<file path="config.mk">
export PLATFORM = sky130hd
export DESIGN_NAME = jbdpll_top
export DESIGN_NICKNAME = d
export VERILOG_FILES = /design/src/verilog/jbdpll_pkg.sv /design/src/verilog/jbdpll_divider.sv /design/src/verilog/jbdpll_top.sv
export SDC_FILE = /design/constraint.sdc
export NUM_CORES = 1
export LEC_CHECK = 0
export BUFFER_PORTS_ARGS = -buffer_cell sky130_fd_sc_hd__buf_2
export CAP_MARGIN = 20
export CORE_ASPECT_RATIO = 1.25
export CORE_UTILIZATION = 63
export CTS_BUF_LIST = sky130_fd_sc_hd__clkbuf_16
export CTS_CLUSTER_SIZE = 24
export DETAILED_ROUTE_END_ITERATION = 7
export PLACE_DENSITY = 0.95
export SYNTH_ARGS = -nofsm -noshare
export SYNTH_HDL_FRONTEND = slang
export SYNTH_SLANG_ARGS = --single-unit
</file>
<file path="constraint.sdc">
create_clock -name clock_i -period 4.5 [get_ports clock_i]
set_input_delay 0.9 -clock clock_i [delete_from_list [all_inputs] [get_ports clock_i]]
set_output_delay 0.9 -clock clock_i [all_outputs]
set_load 0.01 [all_outputs]
</file>
<file path="src/verilog/jbdpll_pkg.sv">
// constants shared by the jitter-bounded digital pll
// assumes one system clock; no software registers
package jbdpll_pkg;
	localparam int ACC_W_DEF = 4;
	localparam int PHASE_N_DEF = 2;
	localparam int DIV_W_DEF = 8;
	localparam int PERR_W_DEF = 8;
	localparam logic [3:0] SAR_RST = 4'h1;
endpackage

</file>
<file path="src/verilog/jbdpll_divider.sv">
// loadable divide-by-n counter producing a one-cycle pulse
// assumes event input is a one-cycle pulse on the system clock
`timescale 1ns/1ps
`default_nettype none
module jbdpll_divider #(
	parameter int W = 8
) (
	input  wire logic         clock_i,
	input  wire logic         rst_n_i,
	input  wire logic         event_i,
	input  wire logic [W-1:0] factor_i,
	output logic              tick_o,
	output logic [W-1:0]      count_o
);
	typedef struct packed {
		logic [W-1:0] cnt;
		logic         tick;
	} jbdpll_div_type;

	jbdpll_div_type st_reg;
	jbdpll_div_type st_next;

	initial begin
		if (W < 2) $error("divider width too small");
	end

	always_comb begin
		st_next = st_reg;
		st_next.tick = 1'b0;
		if (event_i) begin
			if (st_reg.cnt + W'(1) >= factor_i) begin
				st_next.cnt = '0;
				st_next.tick = 1'b1;
			end else begin
				st_next.cnt = st_reg.cnt + W'(1);
			end
		end
	end

	always_ff @(posedge clock_i) begin
		if (!rst_n_i) begin
			st_reg <= '0;
		end else begin
			st_reg <= st_next;
		end
	end

	assign tick_o = st_reg.tick;
	assign count_o = st_reg.cnt;
endmodule
`default_nettype wire

</file>
<file path="src/verilog/jbdpll_top.sv">
// jitter-bounded digital pll: accumulator oscillator steered by an approximation register
// assumes ref_i is asynchronous; p and q are held steady by the controlling party
`timescale 1ns/1ps
`default_nettype none
module jbdpll_top
	import jbdpll_pkg::*;
#(
	parameter int ACC_W   = jbdpll_pkg::ACC_W_DEF,
	parameter int PHASE_N = jbdpll_pkg::PHASE_N_DEF,
	parameter int DIV_W   = jbdpll_pkg::DIV_W_DEF,
	parameter int PERR_W  = jbdpll_pkg::PERR_W_DEF
) (
	input  wire logic             clock_i,
	input  wire logic             rst_n_i,
	input  wire logic             ref_i,
	input  wire logic [DIV_W-1:0] p_factor_i,
	input  wire logic [DIV_W-1:0] q_factor_i,
	output logic                  clk_out_o,
	output logic [ACC_W-1:0]      sar_o,
	output logic [PHASE_N-1:0]    phase_o,
	output logic                  locked_o
);
	import jbdpll_pkg::*;

	typedef struct packed {
		logic [2:0]         ref_sync;
		logic [ACC_W-1:0]   acc;
		logic [ACC_W-1:0]   sar;
		logic               out_d;
		logic [DIV_W-1:0]   pcount;
		logic [PHASE_N-1:0] phase;
		logic signed [PERR_W-1:0] perr;
		logic               locked;
	} jbdpll_state_type;

	jbdpll_state_type st_reg;
	jbdpll_state_type st_next;

	logic             ref_rise;
	logic             out_rise;
	logic             fq_tick;
	logic signed [PERR_W-1:0] perr_sum;
	logic signed [PERR_W-1:0] period_lim;
	logic               freq_equal;
	logic               freq_low;
	logic               freq_high;
	logic               perr_full_pos;
	logic               perr_full_neg;
	logic               sar_at_top;
	logic               sar_at_bottom;
	logic               step_up;
	logic               step_down;
	logic               sync_pulse;
	logic [ACC_W-1:0]   sar_stepped;
	logic [DIV_W-1:0]   pcount_stepped;
	logic [PHASE_N-1:0] phase_sampled;

	initial begin
		if (ACC_W != 4) $error("oscillator accumulator must be four bits");
		if (PHASE_N < 1 || PHASE_N > ACC_W) $error("phase width out of range");
		if (PERR_W <= ACC_W + 1) $error("phase error width too small");
	end

	assign ref_rise = st_reg.ref_sync[1] & ~st_reg.ref_sync[2];
	assign out_rise = st_reg.acc[ACC_W-1] & ~st_reg.out_d;
	assign period_lim = PERR_W'(1 << PHASE_N);
	assign phase_sampled = st_reg.acc[ACC_W-1 -: PHASE_N];

	// divided reference, fq
	jbdpll_divider #(.W(DIV_W)) u_qdiv (
		.clock_i  (clock_i),
		.rst_n_i  (rst_n_i),
		.event_i  (ref_rise),
		.factor_i (q_factor_i),
		.tick_o   (fq_tick),
		.count_o  ()
	);

	// phase seen at reference edge, signed about mid-period
	always_comb begin
		perr_sum = st_reg.perr;
		if (st_reg.phase[PHASE_N-1]) begin
			perr_sum = st_reg.perr - PERR_W'(1);
		end else if (st_reg.phase != '0) begin
			perr_sum = st_reg.perr + PERR_W'(1);
		end
	end

	// frequency comparator: residual of the p count at the window end
	always_comb begin
		freq_equal = 1'b0;
		freq_low = 1'b0;
		freq_high = 1'b0;
		if (st_reg.pcount == p_factor_i) begin
			freq_equal = 1'b1;
		end else if (st_reg.pcount < p_factor_i) begin
			freq_low = 1'b1;
		end else begin
			freq_high = 1'b1;
		end
	end

	// phase comparator: a full period of error either way
	always_comb begin
		perr_full_pos = 1'b0;
		perr_full_neg = 1'b0;
		if (st_reg.perr >= period_lim) begin
			perr_full_pos = 1'b1;
		end else if (st_reg.perr <= -period_lim) begin
			perr_full_neg = 1'b1;
		end
	end

	// controller: acts on fq tick, frequency result, phase result
	always_comb begin
		sar_at_top = (st_reg.sar == '1);
		sar_at_bottom = (st_reg.sar == '0);
		step_up = 1'b0;
		step_down = 1'b0;
		sync_pulse = 1'b0;
		if (fq_tick) begin
			if (freq_low) begin
				step_up = !sar_at_top;
			end else if (freq_high) begin
				step_down = !sar_at_bottom;
			end else if (perr_full_pos) begin
				step_up = !sar_at_top;
			end else if (perr_full_neg) begin
				sync_pulse = 1'b1;
			end
		end
	end

	// saturating register step
	always_comb begin
		sar_stepped = st_reg.sar;
		if (step_up) begin
			sar_stepped = st_reg.sar + ACC_W'(1);
		end else if (step_down) begin
			sar_stepped = st_reg.sar - ACC_W'(1);
		end
	end

	// an edge on the window boundary opens the next window
	always_comb begin
		pcount_stepped = st_reg.pcount;
		if (fq_tick) begin
			pcount_stepped = out_rise ? DIV_W'(1) : '0;
		end else if (out_rise) begin
			pcount_stepped = st_reg.pcount + DIV_W'(1);
		end
	end

	always_comb begin
		st_next = st_reg;
		st_next.ref_sync = {st_reg.ref_sync[1:0], ref_i};
		st_next.acc = st_reg.acc + st_reg.sar;
		st_next.out_d = st_reg.acc[ACC_W-1];
		st_next.pcount = pcount_stepped;
		st_next.sar = sar_stepped;
		if (sync_pulse) begin
			st_next.acc = '0;
		end
		if (ref_rise) begin
			st_next.phase = phase_sampled;
			st_next.perr = perr_sum;
		end
		if (fq_tick) begin
			st_next.locked = freq_equal;
			if (!freq_equal || perr_full_pos || perr_full_neg) begin
				st_next.perr = '0;
			end
		end
	end

	always_ff @(posedge clock_i) begin
		if (!rst_n_i) begin
			st_reg <= '0;
			st_reg.sar <= ACC_W'(SAR_RST);
		end else begin
			st_reg <= st_next;
		end
	end

	assign clk_out_o = st_reg.acc[ACC_W-1];
	assign sar_o = st_reg.sar;
	assign phase_o = st_reg.phase;
	assign locked_o = st_reg.locked;
endmodule
`default_nettype wire

</file>
==> results of run 1 <==
-- through the flow --
| step | area [sq um] | power, mW | std cells | utilization, % |
|---|---|---|---|---|
| 2_1_floorplan | 2460 | 0.396 | 287 | - |
| 3_3_place_gp | 2560 | 0.408 | 340 | 68.2 |
| 3_5_place_dp | 2560 | 0.412 | 340 | 68.2 |
| 4_1_cts | 2680 | 0.734 | 345 | 71.5 |
| 5_1_grt | 2680 | 0.750 | 345 | 71.5 |
| 6_report | 2680 | 0.731 | 345 | 71.5 |
-- cells by family (layout without fill, tap and decap cells) --
group	count (synthesis)	in the layout	share of synthesized area (%)
and+or+nand+nor	106	106	21.3
AOI/OAI and AO/OA	47	47	13.4
adders and majority gates	28	28	14.9
buffers and inverters	36	54	6.77
xor gates and xnor gates	24	24	8.55
muxes	6	6	2.49
DFF	40	40	32.6
-- worst min path at each step --
stage,from,to,slack (ns),cells after the start
final,st_next[29],st_next[30],0.46,1
after global routing,st_next[29],st_next[30],0.49,1
after CTS,st_next[29],st_next[30],0.47,1
after detailed placement,st_next[29],st_next[30],0.43,1
after global placement,st_next[29],st_next[30],0.42,1
after floorplan,st_next[29],st_next[30],0.41,1
-- cell type report --
type | count | area, sq um | area share (%)
Multi-Input combinational cell | 211 | 1490 | 55.6
Tap cell | 40 | 50.0 | 1.86
Clock buffer | 5 | 125 | 4.66
Inverter | 23 | 86.3 | 3.22
Timing Repair Buffer | 26 | 130 | 4.85
Sequential cell | 40 | 801 | 29.8
-- layout by cell type, fill, tap and decap left out, drive strengths merged, types with 3 or more instances in the layout --
master,Yosys,final
nor2,33,33
a21oi,11,11
clkbuf,5,5
nand3,10,10
xor2,13,13
nand2b,5,5
nand4,5,5
and3,5,5
a21o,3,3
o21ai,11,11
a32o,5,5
nor2b,6,6
nand2,27,27
and2,5,5
a211oi,3,3
dfxtp,40,40
xnor2,11,11
buf,8,26
mux2i,5,5
a21boi,3,3
ha,26,26
inv,23,23
nor3b,3,3
-- where the power goes --
group          leakage (nW)  switching, mW  internal, mW  total, mW
Sequential            0.323        0.00282         0.359      0.362
Clock                0.0616          0.131         0.196      0.327
Combinational         0.809         0.0241        0.0187     0.0428
Total                  1.19          0.158         0.573      0.731
-- critical path, cell delays in order --
cell and delay [ns]:
buf_2 0.07, inv_1 0.03, ha_1 0.29, nand4_1 0.20
nor2_1 0.32, a211o_1 0.17, and3_4 0.22, inv_1 0.09
ha_1 0.28, a21o_1 0.17, a21oi_1 0.16, mux2i_1 0.23
mux2i_1 0.19
-- routing by layer --
layer | wire length, microns | share of wire (%)
met1 | 1970 | 40
met2 | 2530 | 52
met3 | 238 | 4.9
met4 | 140 | 2.9
met5 | 0 | 0
==> flow_metrics.env, run 1 <==
export IMPL_outcome="complete, but fails checks"
export IMPL_violations="DRC"
export IMPL_dpl_worst_slack_ns=1.17
export IMPL_reg2reg_depth=12
export IMPL_max_cap_violations=0
export IMPL_grt_usage_pct=25.9
export IMPL_worstMarginPinSlew_ns=0.714
export IMPL_hold_viol_final=0
export IMPL_drt_iter0_drc=78
export IMPL_cp_max_fo=5
export IMPL_synthCells=287
export IMPL_synth_area_per_cell_sq_um=8.57
export IMPL_vdd_ir_drop_max_mv=0.206
export IMPL_whs_ns=0.458
export IMPL_antenna_found_initial=0
export IMPL_p_leak_nw=1.19
export IMPL_path_clk_slew_ns=0.05
export IMPL_nets=354
export IMPL_drv_slew=0
export IMPL_fp_row_count=25
export IMPL_startpoint_type="primary input"
export IMPL_chipHeight_microns=71.8
export IMPL_syn_cell_area_sq_mm=0.00246
export IMPL_synth_edff_count=0
export IMPL_yosys_area_top_type="dfxtp_1"
export IMPL_period_minus_slack_ns=3.10
export IMPL_use_met3_pct=4.33
export IMPL_syn_num_nets=334
export IMPL_diodes=0
export IMPL_synth_most_common_cell="dfxtp_1"
export IMPL_ys_seq_area_share_pct=32.6
export IMPL_grt_pass1_wl_microns=8390
export IMPL_worstHoldPathType="flop to flop"
export IMPL_syn_to_final_growth_pct=9.16
export IMPL_clkSinkCount=40
export IMPL_crit_type="primary input to flop"
export IMPL_route_vias_total=2034
export IMPL_setup_slack_ns=1.40
export IMPL_drc=1
export IMPL_place_hpwl_microns=3440
export IMPL_min_period_over_period_pct=69.0
export IMPL_grt_use_met1_pct=27.8
export IMPL_rsz0062_at_grt="no"
export IMPL_yosysTopAreaCellShare_pct=32.6
export IMPL_drt_first_pass_iters=6
export IMPL_dieArea_sq_mm=0.00416
export IMPL_cts_path_max_buffers=2
export IMPL_synth_seq_cells=40
export IMPL_crit_arrival_ns=3.31
export IMPL_cts_made_buffers=5
export IMPL_async_flop_share_pct=0
export IMPL_post_synth_num_cell_types=47
export IMPL_cts_tree="yes"
export IMPL_grt_max_degree=24
export IMPL_grt_pass1_vias=1960
export IMPL_postCtsHoldBufs=0
export IMPL_powerDensity_mw_per_mm2=272
export IMPL_synth_area_leaders="dfxtp_1, ha_1, nor2_1"
export IMPL_cp_end_kind="flop"
export IMPL_routabilityCongestion=0.875
export IMPL_r2r_slack_ns=1.74
export IMPL_drive_above_1_share_pct=12.8
export IMPL_r2r_end="sar_o[3]"
export IMPL_cts_resized=0
export IMPL_drtAntennaViolNets=0
export IMPL_cp_endpoint="sar_o[3]"
export IMPL_cts_setup_buffers=0
export IMPL_synthTopCellsByCount="dfxtp_1, nor2_1, ha_1, nand2_1, inv_1"
export IMPL_wire_per_inst_microns=14.1
export IMPL_skew_ns=0.00644
export IMPL_startpoint="p_factor_i[6]"
export IMPL_largest_reg_flops=20
export IMPL_tns_ns=0
export IMPL_critPathRequiredTime_ns=4.71
export IMPL_initial_core_util_pct=65.5
export IMPL_htree_levels=2
export IMPL_wl_microns=4880
export IMPL_yosysWarnings=0
export IMPL_fill_cells=277
export IMPL_grtUsageMet2_pct=47.9
export IMPL_root_buffer="clkbuf_16"
export IMPL_chipWidth_microns=57.9
export IMPL_clock_latency_ns=0.28
export IMPL_busiest_layer="met2"
export IMPL_vias_per_cell=5.90
export IMPL_io_pins=27
export IMPL_setup_violations_final=0
export IMPL_io_buffers=26
export IMPL_fmax_mhz=322
export IMPL_synthFlopType="dfxtp_1"
export IMPL_slew_limit_headroom_pct=52.3
export IMPL_worstReg2RegStart="st_reg[11]"
export IMPL_core_area_sq_mm=0.00375
export IMPL_globalRouteOverflowTotal=0
(Power assumes the default switching activity.)
==> run 2, diff against run 1 <==
--- a/config.mk
+++ b/config.mk
@@ -5,14 +5,15 @@
 export SDC_FILE = /design/constraint.sdc
 export NUM_CORES = 1
 export LEC_CHECK = 0
+export ABC_AREA = 1
 export BUFFER_PORTS_ARGS = -buffer_cell sky130_fd_sc_hd__buf_2
 export CAP_MARGIN = 20
 export CORE_ASPECT_RATIO = 1.25
-export CORE_UTILIZATION = 63
+export CORE_UTILIZATION = 53
 export CTS_BUF_LIST = sky130_fd_sc_hd__clkbuf_16
 export CTS_CLUSTER_SIZE = 24
 export DETAILED_ROUTE_END_ITERATION = 7
-export PLACE_DENSITY = 0.95
+export PLACE_DENSITY = 0.88
 export SYNTH_ARGS = -nofsm -noshare
 export SYNTH_HDL_FRONTEND = slang
 export SYNTH_SLANG_ARGS = --single-unit
==> constraint.sdc (replaced) <==
create_clock -name clock_i -period 2.6 [get_ports clock_i]
set_input_delay 0.52 -clock clock_i [delete_from_list [all_inputs] [get_ports clock_i]]
set_output_delay 0.52 -clock clock_i [all_outputs]
set_load 0.01 [all_outputs]
==> run 2 against run 1 <==
Net effect:
- the flow now finishes without violations
- first-iteration DRC count increased by 44%
- wire length is 2.5% lower
- hold slack worse by 0.043 ns
- synthesized cell count rose by 22%
- clock power is 110% higher
- largest power group is now the clock network
- highest routed layer unchanged
==> flow_metrics.env, run 2 <==
export IMPL_drt_iter0_drc=112
export IMPL_vias_per_cell=5.09
export IMPL_synth_most_common_cell="nand2_1"
export IMPL_worstMarginPinSlew_ns=0.534
export IMPL_powerDensity_mw_per_mm2=497
export IMPL_final_common_cell="nand2_1"
export IMPL_cp_slowest_stage_delay_ns=0.36
export IMPL_crit_arrival_ns=2.61
export IMPL_cp_end_kind="flop"
export IMPL_crit_chain="inv_1 -> ha_1 -> nand2_1 -> nor2_1 -> nand2_1 -> inv_2 -> a21oi_2 -> nand2_2 -> ha_1 -> nand2_1 -> nand2_1 -> a31oi_1 -> nand3_1 -> nand3_1 -> nand2_1 -> inv_1 -> nor2_1"
export IMPL_fmax_mhz=412
export IMPL_final_cell_mix="nand2_1, inv_1, nor2_1"
export IMPL_largest_reg_flops=20
export IMPL_route_vias_total=2205
export IMPL_crit_top_cell="nand2_1"
export IMPL_vdd_ir_drop_max_mv=0.303
export IMPL_postLayoutCellArea_sq_mm=0.00284
export IMPL_yosysTopAreaCellShare_pct=31.7
export IMPL_fp_row_count=27
export IMPL_p_seq_share_pct=44.7
export IMPL_antenna_found_initial=0
export IMPL_crit_buf_inv=3
export IMPL_root_buffer="clkbuf_16"
export IMPL_syn_cell_area_sq_mm=0.00253
export IMPL_initial_core_util_pct=56.3
export IMPL_path_clk_slew_ns=0.06
export IMPL_synth_seq_cells=40
export IMPL_p_sw_uw=304
export IMPL_drtAntennaViolNets=0
export IMPL_whs_path_depth=2
export IMPL_routabilityCongestion=0.905
export IMPL_placed_area_sq_mm=0.00267
export IMPL_synth_area_leaders="dfxtp_1, ha_1, nand2_1"
export IMPL_drt_first_pass_iters=4
export IMPL_nets=421
export IMPL_chipWidth_microns=63.8
export IMPL_cp_slowest_cell="dfxtp_1"
export IMPL_yosys_area_top_type="dfxtp_1"
export IMPL_reg2reg_depth=17
export IMPL_skew_ns=0.00538
export IMPL_clkSinkCount=40
export IMPL_fill_cells=371
export IMPL_synthTopCellsByCount="nand2_1, inv_1, nor2_1"
export IMPL_worstHoldPathType="flop to flop"
export IMPL_p_sw_share_pct=21.5
export IMPL_synth_edff_count=0
export IMPL_core_area_sq_mm=0.00449
export IMPL_clock_latency_ns=0.28
export IMPL_p_leak_nw=1.37
export IMPL_yosysWarnings=0
export IMPL_cts_tree="yes"
export IMPL_drv_slew=0
export IMPL_wire_per_inst_microns=11.0
export IMPL_drc=0
export IMPL_htree_levels=2
export IMPL_p_comb_share_pct=6.6
export IMPL_cts_made_buffers=5
export IMPL_hold_viol_final=0
export IMPL_post_synth_num_cell_types=34
export IMPL_cp_max_fo=5
export IMPL_async_flop_share_pct=0
export IMPL_worst_path_stages=17
export IMPL_synthCells=351
export IMPL_tns_ns=0
export IMPL_period_minus_slack_ns=2.43
export IMPL_postCtsHoldBufs=0
export IMPL_grt_usage_pct=20.4
export IMPL_whs_ns=0.415
export IMPL_p_int_mw=1.11
export IMPL_min_period_over_period_pct=93.3
export IMPL_drive_above_1_share_pct=16.3
export IMPL_globalRouteOverflowTotal=0
export IMPL_critPathRequiredTime_ns=2.78
export IMPL_critPathTopFamily="simple AND/OR/NAND/NOR gates"
export IMPL_slew_limit_headroom_pct=64.0
export IMPL_place_hpwl_microns=3490
export IMPL_grt_pass1_wl_microns=8170
export IMPL_syn_to_final_growth_pct=12.5
export IMPL_rsz0062_at_grt="no"
export IMPL_diodes=0
export IMPL_wl_microns=4760
export IMPL_synth_area_per_cell_sq_um=7.20
export IMPL_ys_seq_area_share_pct=31.7
export IMPL_outcome="complete, no violations"
export IMPL_grt_pass1_vias=1981
export IMPL_io_buffers=26
export IMPL_max_cap_violations=0
export IMPL_cts_path_max_buffers=2
export IMPL_io_pins=27
export IMPL_syn_num_nets=398
export IMPL_startpoint_type="flop"
export IMPL_grt_max_degree=15
export IMPL_r2r_slack_ns=0.17
export IMPL_setup_violations_final=0
export IMPL_dieArea_sq_mm=0.00505
export IMPL_chipHeight_microns=79.2
export IMPL_crit_type="flop to flop"
export IMPL_synthFlopType="dfxtp_1"
export IMPL_clkPwrFrac_pct=48.7
==> run 2: metrics by stage <==
stage	std cells	util (%)	worst slack (ns)	total power, mW
2_1_floorplan	351	-	0.226	0.710
3_3_place_gp	425	59.4	0.0439	0.734
3_5_place_dp	425	59.4	-0.0234	0.739
4_1_cts	433	63.1	0.175	1.43
5_1_grt	433	63.3	0.00863	1.47
6_report	433	63.3	0.174	1.41
==> run 2: area by class of cell <==
class	count	area (sq um)	share of cell area (%)
clock buffers	5	125	4.40
clock inverters	3	42.5	1.50
inverters	60	228	8.01
multi-input cells	241	1440	50.7
flip-flops and latches	40	803	28.2
well taps	58	72.6	2.55
repair buffers	26	130	4.58
==> run 2: power by group through the flow <==
stage	registers, mW	clock network, mW	logic [mW]
after floorplan	0.641	0	0.0682
after global placement	0.645	0	0.0887
after detailed placement	0.645	0	0.0937
after CTS	0.632	0.702	0.0947
after global routing	0.633	0.729	0.109
final	0.632	0.689	0.0938
==> run 2: worst paths after layout <==
kind	start	endpoint
setup / recovery	st_reg[11]	sar_o[3]
hold / removal	st_next[29]	st_next[30]
hold reg to reg	st_next[29]	st_next[30]
setup reg to reg	st_reg[11]	sar_o[3]
==> run 2: worst min-delay path: stages (launching register included) <==
cell and delay [ns]:
dfxtp_1 0.30, nand2_1 0.05, inv_1 0.04
==> run 2: routing by layer <==
metal | vias to the layer above | part of all wire, % | global-route usage (%)
li1 | 1164 | - | -
met3 | 5 | 3.5 | 3.74
met5 | - | 0 | 0
met2 | 45 | 51 | 39.1
met1 | 991 | 44 | 21.5
met4 | 0 | 1.4 | 7.95
==> run 2: cell families (layout without fill, tap and decap cells) <==
kind of cell,after synthesis,in the layout,synth area share (%)
xor+xnor,13,13,4.50
simple gates,142,142,25.1
compound gates,58,58,12.8
buf+inv,70,94,11.5
flops,40,40,31.7
fa+ha+maj,28,28,14.4
==> run 2: timing repair <==
item	CTS	global route
buffers inserted	0	0
hold endpoints to repair	0	0
endpoints found under the setup margin	0	2
resized for setup	0	3
==> run 3, diff against run 2 <==
--- a/config.mk
+++ b/config.mk
@@ -9,11 +9,11 @@
 export BUFFER_PORTS_ARGS = -buffer_cell sky130_fd_sc_hd__buf_2
 export CAP_MARGIN = 20
 export CORE_ASPECT_RATIO = 1.25
-export CORE_UTILIZATION = 53
+export CORE_UTILIZATION = 50
 export CTS_BUF_LIST = sky130_fd_sc_hd__clkbuf_16
 export CTS_CLUSTER_SIZE = 24
 export DETAILED_ROUTE_END_ITERATION = 7
-export PLACE_DENSITY = 0.88
+export PLACE_DENSITY = 0.84
 export SYNTH_ARGS = -nofsm -noshare
 export SYNTH_HDL_FRONTEND = slang
 export SYNTH_SLANG_ARGS = --single-unit
==> run 3 against run 2 <==
Net effect:
- global-route usage up 0.25 points
- sequential share of layout area decreased by 0.48 points
- largest power group unchanged
- non-clock buffer count up 1
- critical path depth decreased by 1
- hold slack worse by 0.0043 ns
- maximum frequency grew 3.5%
- sequential power hardly changed
- clock power increased by 12%
- setup slack gained 0.081 ns
- via count is 2.6% higher
- power rose by 6.0%
==> flow_metrics.env, run 3 (synthesis results as in run 2) <==
export IMPL_dieArea_sq_mm=0.00535
export IMPL_critPathRequiredTime_ns=2.78
export IMPL_hold_viol_final=0
export IMPL_worstMarginPinSlew_ns=0.571
export IMPL_startpoint_type="flop"
export IMPL_crit_buf_inv=2
export IMPL_htree_levels=2
export IMPL_final_util_pct=60.2
export IMPL_setup_slack_ns=0.255
export IMPL_grt_max_degree=15
export IMPL_fmax_mhz=427
export IMPL_diodes=0
export IMPL_drv_slew=0
export IMPL_total_power_mw=1.50
export IMPL_drt_first_pass_iters=4
export IMPL_rsz0062_at_grt="no"
export IMPL_max_cap_violations=0
export IMPL_place_hpwl_microns=3780
export IMPL_routabilityCongestion=0.870
export IMPL_setup_violations_final=0
export IMPL_grt_pass1_vias=2126
export IMPL_crit_type="flop to flop"
export IMPL_syn_to_final_growth_pct=14.3
export IMPL_io_pins=27
export IMPL_root_buffer="clkbuf_16"
export IMPL_min_period_over_period_pct=90.2
export IMPL_clock_latency_ns=0.28
export IMPL_crit_top_cell="nand2_1"
export IMPL_whs_ns=0.411
export IMPL_nets=422
export IMPL_cp_max_fo=6
export IMPL_outcome="complete, no violations"
export IMPL_dpl_worst_slack_ns=-0.0699
export IMPL_cp_slowest_stage_delay_ns=0.42
export IMPL_slew_limit_headroom_pct=61.6
export IMPL_wire_per_inst_microns=12.0
export IMPL_cp_slowest_cell="dfxtp_1"
export IMPL_final_cell_mix="nand2_1, inv_1, nor2_1"
export IMPL_drt_iter0_drc=94
export IMPL_powerDensity_mw_per_mm2=519
export IMPL_seq_area_sq_um=802
export IMPL_chipWidth_microns=65.6
export IMPL_cp_end_kind="flop"
export IMPL_drive_above_1_share_pct=16.5
export IMPL_core_area_sq_mm=0.00480
export IMPL_vias_per_cell=5.20
export IMPL_fp_row_count=28
export IMPL_antenna_found_initial=0
export IMPL_skew_ns=0.00677
export IMPL_chipHeight_microns=81.5
export IMPL_initial_core_util_pct=52.7
export IMPL_worstHoldPathType="flop to flop"
export IMPL_final_common_cell="nand2_1"
export IMPL_cts_made_buffers=5
export IMPL_grt_pass1_wl_microns=8600
export IMPL_crit_arrival_ns=2.52
export IMPL_crit_chain="ha_1 -> nand2_1 -> nor2_1 -> nand2_1 -> inv_2 -> a21oi_2 -> nand2_2 -> ha_4 -> nand2_1 -> nand2_1 -> a31oi_2 -> inv_1 -> nand2_1 -> nand4_1 -> nand2_1 -> nor2_1"
export IMPL_clkSinkCount=40
export IMPL_cts_tree="yes"
export IMPL_grt_usage_pct=20.6
export IMPL_critPathTopFamily="simple AND/OR/NAND/NOR gates"
export IMPL_io_buffers=26
export IMPL_path_clk_slew_ns=0.06
export IMPL_fill_cells=431
export IMPL_multi_input_area_sq_mm=0.00146
export IMPL_globalRouteOverflowTotal=0
export IMPL_period_minus_slack_ns=2.34
export IMPL_largest_reg_flops=20
export IMPL_drtAntennaViolNets=0
export IMPL_wl_microns=5200
export IMPL_vdd_ir_drop_max_mv=0.314
export IMPL_route_vias_total=2263
export IMPL_cts_path_max_buffers=2
export IMPL_drc=0
export IMPL_p_leak_nw=1.39
-- run 3: through the flow --
| stage | setup TNS, ns | cell area (sq um) | std cells |
|---|---|---|---|
| after floorplan | 0 | 2530 | 351 |
| after global placement | 0 | 2680 | 428 |
| after detailed placement | -0.0699 | 2680 | 428 |
| after CTS | 0 | 2860 | 435 |
| after global routing | 0 | 2890 | 435 |
| final | 0 | 2890 | 435 |
-- run 3: worst paths after layout --
path / from / endpoint / slack [ns] / depth (start not counted)
worst max register to register: st_reg[16] / sar_o[3] / 0.26 / 16
worst min register to register: st_next[29] / st_next[30] / 0.41 / 2
worst max-delay path: st_reg[16] / sar_o[3] / 0.26 / 16
worst min-delay path: st_next[29] / st_next[30] / 0.41 / 2
-- run 3: area by class of cell --
class / instances / area share (%)
multi-input combinational: 241 / 50.6
sequential: 40 / 27.8
inverter: 60 / 7.88
timing repair buffer: 27 / 4.76
clock buffer: 5 / 4.33
tap: 60 / 2.60
clock inverter: 2 / 2.08
-- run 3: per-layer routing --
metal / vias up / track usage (%) / wire length [microns]
met5: - / 0 / 0
met4: 0 / 9.35 / 111
met3: 12 / 4.31 / 156
met2: 43 / 39.3 / 2780
met1: 1051 / 21.4 / 2150
li1: 1157 / - / -
-- run 3: what timing repair did --
item                                    CTS  global route
endpoints found under the setup margin    0             3
setup buffers                             0             0
hold buffers                              0             0
resized for setup                         0             4
endpoints found under the hold margin     0             0
-- run 3: worst reg2reg max path: stages, from the launching register on --
cell and delay [ns]:
dfxtp_1 0.42, ha_1 0.28, nand2_1 0.07, nor2_1 0.05, nand2_1 0.12, inv_2 0.07
a21oi_2 0.16, nand2_2 0.12, ha_4 0.25, nand2_1 0.07, nand2_1 0.06, a31oi_2 0.17
inv_1 0.07, nand2_1 0.08, nand4_1 0.12, nand2_1 0.09, nor2_1 0.04
-- run 3: power breakdown --
part,total (mW),switching [mW],internal [mW]
sequential,0.632,0.00939,0.623
combinational,0.0942,0.0568,0.0373
clock,0.773,0.229,0.544
total,1.50,0.295,1.20
